<file path="src/hdl/cnac_pkg.sv">
// Overview of operation
// - factory defaults: ports off, no claims, NMEA2000
// - default name address 0x1c, group 2, function 23
// - node config and port enable any order
// - claim only when bound port switched on
// - online only after claim succeeded, report address
// - no traffic until claimed; outgoing dropped
// - status gives state, attempt count, address
// - lost attempt moves to next range address
// - range exhausted: failed, address 0xfe, idle
// - bumped by higher priority: claim next address
// - commanded address adopted, claiming then claimed
// - restart discards commanded address
// - nmea2000 requests accepted, emitted only online
// - peer 0xff any/broadcast, else specific peer
// - correction settings leave nmea2000 untouched
// - one traffic type per logical port
// - text mode parses all input as text
// - port enable starts no output alone
// - port on carries bit rate, port runs it
// - port on claims with defaults if unconfigured
// - two buses, two nodes, each own config; both nodes show the same default name
// - lower logical port index wins transmit
package cnac_pkg;
  // ****************************************************************
  // register map (word aligned byte addresses)
  // ****************************************************************
  localparam logic [7:0] ADR_CTRL    = 8'h00;
  localparam logic [7:0] ADR_NCFG0   = 8'h04;
  localparam logic [7:0] ADR_NCFG1   = 8'h08;
  localparam logic [7:0] ADR_STAT0   = 8'h0c;
  localparam logic [7:0] ADR_STAT1   = 8'h10;
  localparam logic [7:0] ADR_LPORT   = 8'h14;
  localparam logic [7:0] ADR_CMD     = 8'h18;
  // peer: byte p is the correction peer of logical port p, 0xff any
  localparam logic [7:0] ADR_PEER    = 8'h1c;
  // ctrl: [0] port0 on, [1] port1 on, [5:4] rate0, [7:6] rate1
  localparam int CTRL_RATE0 = 4;
  localparam int CTRL_RATE1 = 6;
  localparam logic [1:0] RATE_250K = 2'h1;
  // node cfg: [7:0] preferred, [15:8] range end, [16] port, [17] bound
  localparam int NCFG_PORT  = 16;
  localparam int NCFG_BOUND = 17;
  // cmd: [0] factory defaults
  // logical port cfg per port (4 ports, 8 bits each):
  // [0] node, [2:1] mode
  localparam int NLPORT = 4;
  // ****************************************************************
  // defaults
  // ****************************************************************
  localparam logic [7:0] DEF_ADDR     = 8'h1c;
  localparam logic [2:0] DEF_IGROUP   = 3'h2;
  localparam logic [7:0] DEF_FUNC     = 8'h17;
  localparam logic [7:0] ADDR_NULL    = 8'hfe;
  localparam logic [7:0] ADDR_GLOBAL  = 8'hff;
  localparam logic [7:0] CLAIM_WAIT   = 8'h19; // 250 ns arbitrary window
  typedef enum logic [1:0] {
    CNAC_DISABLED, CNAC_CLAIMING, CNAC_CLAIMED, CNAC_FAILED
  } cnac_state_e;
  typedef enum logic [1:0] {
    CNAC_N2K_ONLY, CNAC_BINARY, CNAC_TEXT, CNAC_CORR
  } cnac_mode_e;
  typedef struct packed {
    logic       bound;
    logic       port;
    logic [7:0] last;
    logic [7:0] pref;
  } cnac_ncfg_s;
  typedef struct packed {
    cnac_state_e st;
    logic [7:0]  attempts;
    logic [7:0]  addr;
  } cnac_stat_s;
  typedef struct packed {
    logic       cyc;
    logic       stb;
    logic       we;
    logic [3:0] sel;
    logic [7:0] adr;
    logic [31:0] dat;
  } cnac_wb_s;
endpackage

</file>
<file path="src/hdl/cnac_arb.sv">
`timescale 1ns/1ps
module cnac_arb (
  input  wire logic [3:0] req,
  output logic      [3:0] gnt
);
  assign gnt = req & ~(req - 4'h1) ; // lowest index first
endmodule

</file>
<file path="src/hdl/cnac_node.sv">
`timescale 1ns/1ps
module cnac_node (
  input  wire logic               clk,
  input  wire logic               rst_b,
  input  wire logic               restart,
  input  wire logic               enable,
  input  cnac_pkg::cnac_ncfg_s    cfg,
  input  wire logic               lost,
  input  wire logic               bumped,
  input  wire logic               cmd_valid,
  input  wire logic [7:0]         cmd_addr,
  output cnac_pkg::cnac_stat_s    stat,
  output logic                    changed
);
  cnac_pkg::cnac_stat_s next_stat;
  logic [7:0]           wait_cnt;
  logic [7:0]           next_wait;
  wire                  win_done = (wait_cnt == 8'h00);
  wire                  at_end   = (stat.addr == cfg.last) || (stat.addr == 8'hfd);
  always_comb begin
    next_stat = stat;
    next_wait = (wait_cnt != 8'h00) ? wait_cnt - 8'h01 : 8'h00;
    case (stat.st)
      cnac_pkg::CNAC_DISABLED: begin
        if (enable) begin
          next_stat.st = cnac_pkg::CNAC_CLAIMING;
          next_stat.attempts = 8'h01;
          next_stat.addr = cfg.pref;
          next_wait = cnac_pkg::CLAIM_WAIT;
        end
      end
      cnac_pkg::CNAC_CLAIMING: begin
        if (lost || bumped) begin
          if (at_end) begin
            next_stat.st = cnac_pkg::CNAC_FAILED;
            next_stat.addr = cnac_pkg::ADDR_NULL;
          end else begin
            next_stat.addr = stat.addr + 8'h01;
            next_stat.attempts = stat.attempts + 8'h01;
            next_wait = cnac_pkg::CLAIM_WAIT;
          end
        end else if (win_done) begin
          next_stat.st = cnac_pkg::CNAC_CLAIMED;
        end
      end
      cnac_pkg::CNAC_CLAIMED: begin
        if (cmd_valid && cmd_addr < cnac_pkg::ADDR_NULL) begin
          next_stat.st = cnac_pkg::CNAC_CLAIMING;
          next_stat.addr = cmd_addr;
          next_wait = cnac_pkg::CLAIM_WAIT;
        end else if (bumped) begin
          next_stat.st = at_end ? cnac_pkg::CNAC_FAILED : cnac_pkg::CNAC_CLAIMING;
          next_stat.addr = at_end ? cnac_pkg::ADDR_NULL : stat.addr + 8'h01;
          next_stat.attempts = stat.attempts + 8'h01;
          next_wait = cnac_pkg::CLAIM_WAIT;
        end
      end
      cnac_pkg::CNAC_FAILED: ; // stays idle
      default: next_stat.st = cnac_pkg::CNAC_DISABLED;
    endcase
    if (!enable || restart) begin
      next_stat.st = cnac_pkg::CNAC_DISABLED;
      next_stat.attempts = 8'h00;
      next_stat.addr = cnac_pkg::ADDR_NULL;
    end
  end
  always_ff @(posedge clk or negedge rst_b) begin
    if (!rst_b) begin
      stat     <= '{cnac_pkg::CNAC_DISABLED, 8'h00, 8'hfe};
      wait_cnt <= 8'h00;
      changed  <= 1'b0;
    end else begin
      stat     <= next_stat;
      wait_cnt <= next_wait;
      changed  <= (next_stat.st != stat.st);
    end
  end
  a_disabled_report : assert property (@(posedge clk) disable iff (!rst_b)
    stat.st == cnac_pkg::CNAC_DISABLED |-> stat.attempts == 8'h00 && stat.addr == 8'hfe)
    else $error("disabled status not 0 / 0xfe");
  a_failed_addr : assert property (@(posedge clk) disable iff (!rst_b)
    stat.st == cnac_pkg::CNAC_FAILED |-> stat.addr == 8'hfe)
    else $error("failed status address not 0xfe");
  a_failed_stays : assert property (@(posedge clk) disable iff (!rst_b)
    stat.st == cnac_pkg::CNAC_FAILED && enable && !restart |=>
      stat.st == cnac_pkg::CNAC_FAILED)
    else $error("failed node left failed on its own");
  a_claim_start : assert property (@(posedge clk) disable iff (!rst_b)
    stat.st == cnac_pkg::CNAC_DISABLED && enable && !restart |=>
      stat.st == cnac_pkg::CNAC_CLAIMING && stat.attempts == 8'h01)
    else $error("claim did not start at attempt 1");
  a_change_pulse : assert property (@(posedge clk) disable iff (!rst_b)
    $changed(stat.st) |-> changed)
    else $error("state change not reported");
endmodule

</file>
<file path="src/hdl/cnac_top.sv">
// The placing of the registers and the Wishbone interface to the registers are this design's own decisions.
`timescale 1ns/1ps
module cnac_top (
  input  wire logic        clk,
  input  wire logic        rst_b,
  // classic wishbone slave
  input  wire logic        wb_cyc_i,
  input  wire logic        wb_stb_i,
  input  wire logic        wb_we_i,
  input  wire logic [3:0]  wb_sel_i,
  input  wire logic [7:0]  wb_adr_i,
  input  wire logic [31:0] wb_dat_i,
  output logic [31:0]      wb_dat_o,
  output logic             wb_ack_o,
  // far side events per node
  input  wire logic [1:0]  claim_lost,
  input  wire logic [1:0]  claim_bumped,
  input  wire logic [1:0]  cmd_addr_valid,
  input  wire logic [15:0] cmd_addr,
  // logical port traffic
  input  wire logic [3:0]  n2k_req,
  input  wire logic [3:0]  app_req,
  input  wire logic [3:0]  rx_frame,
  input  wire logic [7:0]  rx_src,
  output logic [3:0]       tx_grant,
  output logic [3:0]       tx_drop,
  output logic [3:0]       rx_accept,
  output logic [3:0]       rx_text,
  // physical ports
  output logic [1:0]       port_on,
  output logic [3:0]       port_rate,
  output logic [1:0]       status_event
);
  // ****************************************************************
  // bus decode
  // ****************************************************************
  wire        wb_req  = wb_cyc_i && wb_stb_i && !wb_ack_o;
  wire        wr      = wb_req && wb_we_i && wb_sel_i[0];
  wire        wr_ctrl = wr && wb_adr_i == cnac_pkg::ADR_CTRL;
  wire        wr_n0   = wr && wb_adr_i == cnac_pkg::ADR_NCFG0;
  wire        wr_n1   = wr && wb_adr_i == cnac_pkg::ADR_NCFG1;
  wire        wr_lp   = wr && wb_adr_i == cnac_pkg::ADR_LPORT;
  wire        wr_peer = wr && wb_adr_i == cnac_pkg::ADR_PEER;
  wire        wr_fd   = wr && wb_adr_i == cnac_pkg::ADR_CMD && wb_dat_i[0];
  logic [7:0]              ctrl;
  cnac_pkg::cnac_ncfg_s    ncfg [2];
  logic [31:0]             lport;
  logic [31:0]             peer_cfg;
  cnac_pkg::cnac_stat_s    stat [2];
  logic [1:0]              chg;
  logic [1:0]              node_en;
  logic [1:0]              node_rst;
  logic [1:0]              online;
  // ****************************************************************
  // configuration registers
  // ****************************************************************
  always_ff @(posedge clk or negedge rst_b) begin
    if (!rst_b) begin
      // nodes come up bound to their own port so a bare port-on claims
      ctrl     <= 8'h00;
      ncfg[0]  <= '{1'b1, 1'b0, cnac_pkg::DEF_ADDR, cnac_pkg::DEF_ADDR};
      ncfg[1]  <= '{1'b1, 1'b1, cnac_pkg::DEF_ADDR, cnac_pkg::DEF_ADDR};
      lport    <= 32'h0000_0000;
      peer_cfg <= {cnac_pkg::NLPORT{cnac_pkg::ADDR_GLOBAL}};
    end else if (wr_fd) begin
      ctrl     <= 8'h00;
      ncfg[0]  <= '{1'b1, 1'b0, cnac_pkg::DEF_ADDR, cnac_pkg::DEF_ADDR};
      ncfg[1]  <= '{1'b1, 1'b1, cnac_pkg::DEF_ADDR, cnac_pkg::DEF_ADDR};
      lport    <= 32'h0000_0000;
      peer_cfg <= {cnac_pkg::NLPORT{cnac_pkg::ADDR_GLOBAL}};
    end else begin
      if (wr_ctrl) ctrl <= wb_dat_i[7:0];
      if (wr_n0) ncfg[0] <= wb_dat_i[17:0]; // pending until on
      if (wr_n1) ncfg[1] <= wb_dat_i[17:0];
      if (wr_lp) lport <= wb_dat_i;
      if (wr_peer) peer_cfg <= wb_dat_i;
    end
  end
  // ****************************************************************
  // nodes
  // ****************************************************************
  for (genvar n = 0; n < 2; n++) begin : g_node // each node its own config
    assign node_en[n]  = ncfg[n].bound && ctrl[ncfg[n].port];
    assign node_rst[n] = (n == 0) ? wr_n0 : wr_n1;
    assign online[n]   = stat[n].st == cnac_pkg::CNAC_CLAIMED;
    cnac_node u_node (
      .clk       (clk),
      .rst_b     (rst_b),
      .restart   (node_rst[n] || wr_fd),
      .enable    (node_en[n] && !wr_fd),
      .cfg       (ncfg[n]),
      .lost      (claim_lost[n]),
      .bumped    (claim_bumped[n]),
      .cmd_valid (cmd_addr_valid[n]),
      .cmd_addr  (cmd_addr[8*n +: 8]),
      .stat      (stat[n]),
      .changed   (chg[n])
    );
  end
  // ****************************************************************
  // logical port traffic
  // ****************************************************************
  logic [3:0] lp_online;
  logic [3:0] tx_req;
  logic [3:0] gnt;
  logic [3:0] rx_ok;
  logic [3:0] text_m;
  for (genvar p = 0; p < cnac_pkg::NLPORT; p++) begin : g_lp
    wire [1:0] mode = lport[8*p+1 +: 2]; // one mode per port
    wire [7:0] peer = peer_cfg[8*p +: 8]; // own peer byte per port
    assign lp_online[p] = online[lport[8*p]];
    // nmea2000 rides alongside any mode
    assign tx_req[p] = lp_online[p] && (n2k_req[p] ||
                       (app_req[p] && mode != cnac_pkg::CNAC_N2K_ONLY));
    assign rx_ok[p] = lp_online[p] && rx_frame[p] && mode != cnac_pkg::CNAC_N2K_ONLY &&
                      (peer == cnac_pkg::ADDR_GLOBAL || peer == rx_src);
    assign text_m[p] = mode == cnac_pkg::CNAC_TEXT;
  end
  cnac_arb u_arb (
    .req (tx_req),
    .gnt (gnt)
  );
  // ****************************************************************
  // outputs and bus answer
  // ****************************************************************
  // name is fixed at its defaults; shown above the node config
  wire [13:0] name_bits = {cnac_pkg::DEF_IGROUP, cnac_pkg::DEF_FUNC, 3'h0};
  wire [31:0] rd_mux =
    (wb_adr_i == cnac_pkg::ADR_CTRL)  ? {24'h0, ctrl} :
    (wb_adr_i == cnac_pkg::ADR_NCFG0) ? {name_bits, ncfg[0]} :
    (wb_adr_i == cnac_pkg::ADR_NCFG1) ? {name_bits, ncfg[1]} :
    (wb_adr_i == cnac_pkg::ADR_STAT0) ? {14'h0, stat[0]} :
    (wb_adr_i == cnac_pkg::ADR_STAT1) ? {14'h0, stat[1]} :
    (wb_adr_i == cnac_pkg::ADR_LPORT) ? lport :
    (wb_adr_i == cnac_pkg::ADR_PEER)  ? peer_cfg : 32'h0000_0000;
  always_ff @(posedge clk or negedge rst_b) begin
    if (!rst_b) begin
      wb_ack_o     <= 1'b0;
      wb_dat_o     <= 32'h0000_0000;
      tx_grant     <= 4'h0;
      tx_drop      <= 4'h0;
      rx_accept    <= 4'h0;
      rx_text      <= 4'h0;
      port_on      <= 2'h0;
      port_rate    <= 4'h0;
      status_event <= 2'h0;
    end else begin
      wb_ack_o     <= wb_req;
      wb_dat_o     <= wb_req ? rd_mux : 32'h0000_0000;
      tx_grant     <= gnt;
      tx_drop      <= (n2k_req | app_req) & ~lp_online; // dropped, never queued
      rx_accept    <= rx_ok;
      rx_text      <= rx_ok & text_m;
      port_on      <= ctrl[1:0];
      port_rate    <= {ctrl[cnac_pkg::CTRL_RATE1 +: 2], ctrl[cnac_pkg::CTRL_RATE0 +: 2]};
      status_event <= chg;
    end
  end
  a_no_tx_offline : assert property (@(posedge clk) disable iff (!rst_b)
    |tx_grant |-> $past(|(tx_req))) else $error("grant without online request");
  a_grant_onehot : assert property (@(posedge clk) disable iff (!rst_b)
    $onehot0(tx_grant)) else $error("more than one grant");
  a_ack_one : assert property (@(posedge clk) disable iff (!rst_b)
    wb_ack_o |=> !wb_ack_o) else $error("ack held two cycles");
endmodule

</file>
<file path="config.mk">
export PLATFORM = sky130hd
export DESIGN_NAME = cnac_top
export DESIGN_NICKNAME = d
export VERILOG_FILES = /design/src/hdl/cnac_pkg.sv /design/src/hdl/cnac_arb.sv /design/src/hdl/cnac_node.sv /design/src/hdl/cnac_top.sv
export SDC_FILE = /design/constraint.sdc
export NUM_CORES = 1
export LEC_CHECK = 0
export ABC_AREA = 1
export BUFFER_PORTS_ARGS = -buffer_cell sky130_fd_sc_hd__buf_4
export CAP_MARGIN = 20
export CORE_MARGIN = 1.5
export CORE_UTILIZATION = 45
export DETAILED_ROUTE_END_ITERATION = 10
export GPL_TIMING_DRIVEN = 0
export PLACE_DENSITY = 0.69
export SLEW_MARGIN = 20
export SYNTH_ARGS = -nofsm -noshare
export SYNTH_HDL_FRONTEND = slang
export SYNTH_SLANG_ARGS = --single-unit
</file>
<file path="constraint.sdc">
create_clock -name clk -period 3.9 [get_ports clk]
set_input_delay 0.78 -clock clk [delete_from_list [all_inputs] [get_ports clk]]
set_output_delay 0.78 -clock clk [all_outputs]
set_load 0.02 [all_outputs]
</file>
# == Word-level counts from Yosys, hierarchy flattened ==
# Cells that the tools add are included.
# op_classes
n_addsub,7
magnitude_cmp,8
eq_ne,41
muxes,71
bitwise_logic,6
reduce_logical,79
# ops
operator,count
$mux 32,12
$mux 8,22
$mux 18,8
$pmux 18 s3,2
$eq 8x8->1,6
$eq 8x8->1 const B,6
$pmux 8 s3,2
$logic_and 1x1->1,37
$mux 36,1
$add 8x1->8 const B,4
$eq 8x5->1 const B,4
$mux 16,2
$logic_not 8->1,3
$mux 2,10
$reduce_bool 2->1,9
$eq 8x4->1 const B,2
$logic_or 1x1->1,16
$lt 8x8->1 const B,2
$reduce_bool 8->1,2
$sub 8x1->8 const B,2
$and 4x4->4,3
$eq 2x2->1 const B,6
$mux 1,12
$ne 3x1->1 const B,4
16 further kinds,35
# totals
register_bits,219
inputBits,91
output_inout_bits,57
wordCells,242

# == Logic depth before layout (Yosys ltp) ==
# depth
depth_word,12
depth_mapped,15
depth_no_buf,15

# == Modules after synthesis ==
# Synthesis repeated with hierarchy kept, for this count alone.
# hier_totals
cells_unflattened,1512
hier_area_um2,12035.3
# modules_own_cells
mod,n_inst,cells_each,area_per_inst_um2,seq_area_each_um2
cnac_top,1,953,8027.7,4187.8
cnac_node at g_node[0].u_node,1,279,2030.7,684.4
cnac_node at g_node[1].u_node,1,271,1939.4,684.4
cnac_arb,1,9,37.5,0.0

# == Least setup slack after synthesis ==
# Ideal clock, no wire load.
# synth_timing
path_type,input to register
startpoint,input wb_adr_i[1]
endpoint,register g_node[0].u_node.changed
setup_time_ps,124
t_arrival_ps,1935
required_time_ps,3776
slack_ps,1841
path_stages,10
n_path_buf,1
path_cell_list,nor2_4 nand3_4 nor2_2 nand3_2 buf_4 nand2_1 a21oi_1 or2_1 nand3_1 nand3_1
# synth_via
elab_chain_len,9
elab_cells_between_ends,14
cone_classes,eq/ne: 3; mux: 3; reduce/logical: 8
# synth_rtl
element,line_no,text
"start, declared",cnac_top.sv:11,"input wire logic [7:0] wb_adr_i,"
$eq 8x5->1,cnac_top.sv:44,wire wr_fd = wr && wb_adr_i == cnac_pkg::ADR_CMD && wb_dat_i[0];
$logic_and 1x1->1 (2 in series),cnac_top.sv:44,
$logic_not 1->1,cnac_top.sv:90,".enable (node_en[n] && !wr_fd),"
$logic_and 1x1->1,cnac_top.sv:90,
$mux 18 / $logic_not 1->1 (equally long branches),"cnac_node.sv:25, cnac_node.sv:61",
$pmux 18 s3 / $logic_or 1x1->1 (equally long branches),"cnac_node.sv:23, cnac_node.sv:61",
$mux 18 *,cnac_node.sv:61,if (!enable || restart) begin
$ne 2x2->1 *,cnac_node.sv:75,changed <= (next_stat.st != stat.st);
"end signal, assigned",cnac_node.sv:75,
"end, declared",cnac_node.sv:13,output logic changed
# Mark *: on every way between the ends. The rest lies on a longest branch, timed or not. The select of a mux whose other input is x is not followed.
# A chain may end at the register's enable or synchronous reset.

# == Worst setup path after layout ==
# layout_timing
startpoint,register g_node[0].u_node.stat[16] (netlist name)
endpoint,register tx_grant[2]
# layout_via
elab_chain_len,7
elab_cells_between_ends,13
cone_classes,add/sub: 1; eq/ne: 1; mux: 6; bitwise: 2; reduce/logical: 3
# layout_rtl
element,line_no,text
$eq 2x2->1 *,cnac_top.sv:85,assign online[n] = stat[n].st == cnac_pkg::CNAC_CLAIMED;
$mux 1 (not written as such) (2 in series),cnac_top.sv:111,assign lp_online[p] = online[lport[8*p]];
$logic_and 1x1->1,cnac_top.sv:113,assign tx_req[p] = lp_online[p] && (n2k_req[p] ||
$sub 4x1->4,cnac_arb.sv:6,assign gnt = req & ~(req - 4'h1) ;
$not 4->4,cnac_arb.sv:6,
$and 4x4->4 *,cnac_arb.sv:6,
via gnt[2],cnac_top.sv:105,logic [3:0] gnt;
"end signal, assigned",cnac_top.sv:150,tx_grant <= gnt;
"end, declared",cnac_top.sv:25,"output logic [3:0] tx_grant,"
# Mark *: on every way through the listed nets, which the timed path passes. The rest lies on a longest branch. The select of a mux whose other input is x is not followed.

==> impl_metrics.json <==
{
  "use_met1": 0.408,
  "worst_pin_slew_ns": 0.776,
  "grt_setup_unrepaired": "no",
  "fill_cells": 2401,
  "dieHeight_um": 165,
  "drive_above_1_share": 0.197,
  "vias": 11200,
  "routed_wl_um": 38000,
  "area_growth_pct": 19.5,
  "place.port_buffers": 140,
  "yosysTopAreaCellShare": 0.334,
  "io_pins": 148,
  "grt_pass1_vias": 10600,
  "path_max_fanout": 8,
  "use_met2": 0.423,
  "regArea_mm2": 0.00556,
  "drtIter0Drc": 1279,
  "grt_util_all_layers": 0.283,
  "crit_required_ns": 4.32,
  "async_reset_ff_frac": 1.00,
  "finalSetupTns_ns": 0,
  "wl_per_cell_um": 19.1,
  "crit_type": "reg -> reg",
  "cp-end-kind": "flip-flop",
  "cts_hold_buf": 0,
  "rows": 59,
  "hp-class": "in -> async",
  "avgSynthCellArea_um2": 8.06,
  "rr_worst_depth": 9,
  "grt_busiest_layer": "met2",
  "core-area_mm2": 0.0259,
  "clk_latency_ns": 0.54,
  "start_util": 0.457,
  "cts_made_buffers": 25,
  "fin_crit_ns": 2.51,
  "post_cts_buffers": 0,
  "cts_tree": "built",
  "max_cap_violations": 0,
  "ys_ff_latch": 219,
  "cts-root-buf": "clkbuf_16",
  "slew_violations": 0,
  "synth_top_area_cell": "dfrtp_1",
  "grt.overflow.total": 0,
  "synth_area_leaders": "dfrtp_1 33%, dfstp_2 14%, nand2_1 9.4%",
  "syn_area_mm2": 0.0118,
  "power.density_mw_per_mm2": 377,
  "slew-limit-headroom": 0.477,
  "synth-seq-area-share": 0.469,
  "yosys_warnings": 0,
  "gp_congestion": 0.959,
  "cts_sinks": 219,
  "peakVddDrop_mv": 0.317,
  "post_cts_resized": 0,
  "synth_fp_nets": 1576,
  "die-area_mm2": 0.0273,
  "grt_pass1_wl_um": 58700,
  "clk_path_buf_depth": 3,
  "clk_pin_slew_ns": 0.06,
  "finClkSkew_ns": 0.0130,
  "cp_data_arrival_time_ns": 2.93,
  "antenna_left": 0,
  "startpoint_type": "flip-flop",
  "layout.nets": 1745,
  "finalCoreUtilization": 0.546,
  "hold_viol": 0,
  "antenna_found_initial": 0,
  "multi_input_area_mm2": 0.00531,
  "min_period_over_period": 0.643,
  "grtUsageMet3": 0.0552,
  "via_per_inst": 5.60,
  "grt_start_max_net_pins": 102,
  "synth_flop_cell": "dfrtp_1",
  "h-tree-depth": 1,
  "synth_cell_types": 49,
  "hpwl_um": 28300,
  "diodes": 0,
  "netlist_instances": 1469,
  "die_w_um": 165,
  "drt_pass1_iterations": 6,
  "route.detailed.drc": 0,
  "synth_edf_count": 0,
  "setup_viol": 0,
  "max_freq_ghz": 0.399,
  "status": "completed",
  "leakagePower_nw": 7.03
}
[sequential cells by signal (all words and copies together) (netlist names), 4 cells and up]
| register | count |
|---|---|
| tx_grant | 4 |
| g_node.u_node.stat | 36 |
| wb_dat_o | 32 |
| rx_text | 4 |
| lport | 32 |
| peer_cfg | 32 |
| tx_drop | 4 |
| port_rate | 4 |
| g_node.u_node.wait_cnt | 16 |
| ncfg | 36 |
| ctrl | 8 |
| rx_accept | 4 |
[cell families (layout without fill, tap and decap cells)]
logic type                 after synthesis  after routing  synth area share
buffers and inverters                  241            429            0.0822
DFF                                    219            219             0.469
AOI/OAI and AO/OA                      322            322             0.154
adders and majority gates               16             16            0.0169
xor gates and xnor gates                63             63            0.0466
and+or+nand+nor                        608            608             0.231
[path summary, 6_finish.rpt]
path,endpoint,slack [ns],start
max reg2reg,tx_grant[2]$_DFF_PN0_,1.39,g_node[0].u_node.stat[16]$_DFF_PN0_
min reg2reg,status_event[0]$_DFF_PN0_,0.36,g_node[0].u_node.changed$_DFF_PN0_
min in group clk,status_event[0]$_DFF_PN0_,0.36,g_node[0].u_node.changed$_DFF_PN0_
max in group asynchronous,g_node[0].u_node.stat[6]$_DFFE_PN1P_,2.97,rst_b
min,tx_drop[3]$_DFF_PN0_,0.11,rst_b
max,tx_grant[2]$_DFF_PN0_,1.39,g_node[0].u_node.stat[16]$_DFF_PN0_
[final cells by class]
class	instances	area share
flip-flops and latches	219	0.393
multi-input cells	1009	0.375
repair buffers	142	0.0787
clock buffers	40	0.0517
inverters	189	0.0501
well taps	335	0.0296
plain buffers	52	0.0187
clock inverters	6	0.00318
[critical path: stages (launching register included)]
cell	delay, ns
dfrtp_1	0.48
inv_1	0.18
ha_1	0.23
inv_1	0.22
o21ai_0	0.69
inv_1	0.08
nor3_1	0.27
inv_1	0.08
nand2_1	0.10
nor4_1	0.06
[stage by stage]
step           cells  power (mW)  hold slack, ns  setup slack (ns)  area [µm²]
2_1_floorplan   1469        2.86           0.331              1.84       11800
3_3_place_gp    1944        3.08           0.337             0.376       13300
3_5_place_dp    1946        3.11           0.338              1.13       13400
4_1_cts         1992        5.36           0.118              1.44       14200
5_1_grt         1992        5.56           0.121              1.20       14200
6_report        1992        5.34           0.113              1.39       14200
[where the power goes]
| group | switching, mW | internal [mW] | total (mW) |
|---|---|---|---|
| registers | 0.0801 | 2.40 | 2.48 |
| logic | 0.357 | 0.247 | 0.604 |
| clock network | 0.970 | 1.29 | 2.26 |
| total | 1.41 | 3.93 | 5.34 |
[Yosys cell counts (6+ instances only)]
| cell | count |
|---|---|
| nand2_1 | 295 |
| inv_1 | 178 |
| dfrtp_1 | 158 |
| nor2_1 | 123 |
| o21ai_0 | 111 |
| a21oi_1 | 108 |
| nand3_1 | 101 |
| dfstp_2 | 61 |
| o22ai_1 | 51 |
| xnor2_1 | 41 |
| buf_2 | 24 |
| nand4_1 | 23 |
| xor2_1 | 22 |
| clkbuf_1 | 20 |
| nor3_1 | 18 |
| ha_1 | 16 |
| a221oi_1 | 13 |
| inv_2 | 8 |
| nand2_2 | 8 |
| nand3_2 | 7 |
| nor2_2 | 7 |
| o221ai_1 | 7 |
| nor2_4 | 6 |
| o211ai_1 | 6 |
[metal layers]
metal  routed length [µm]  up-vias
met5                    0        -
met4                 1330        0
met3                 3750       81
met2                16400      559
met1                16500     5330
li1                     -     5195
[placed cells by master (no fill, tap or decap), types with 25 or more instances in the layout]
master / instances
nand2_1: 295
inv_1: 178
dfrtp_1: 158
buf_4: 143
nor2_1: 123
o21ai_0: 111
a21oi_1: 108
nand3_1: 101
dfstp_2: 61
o22ai_1: 51
xnor2_1: 41
clkbuf_1: 30
clkbuf_16: 25
Note: power is estimated with default switching activity, not from simulation.
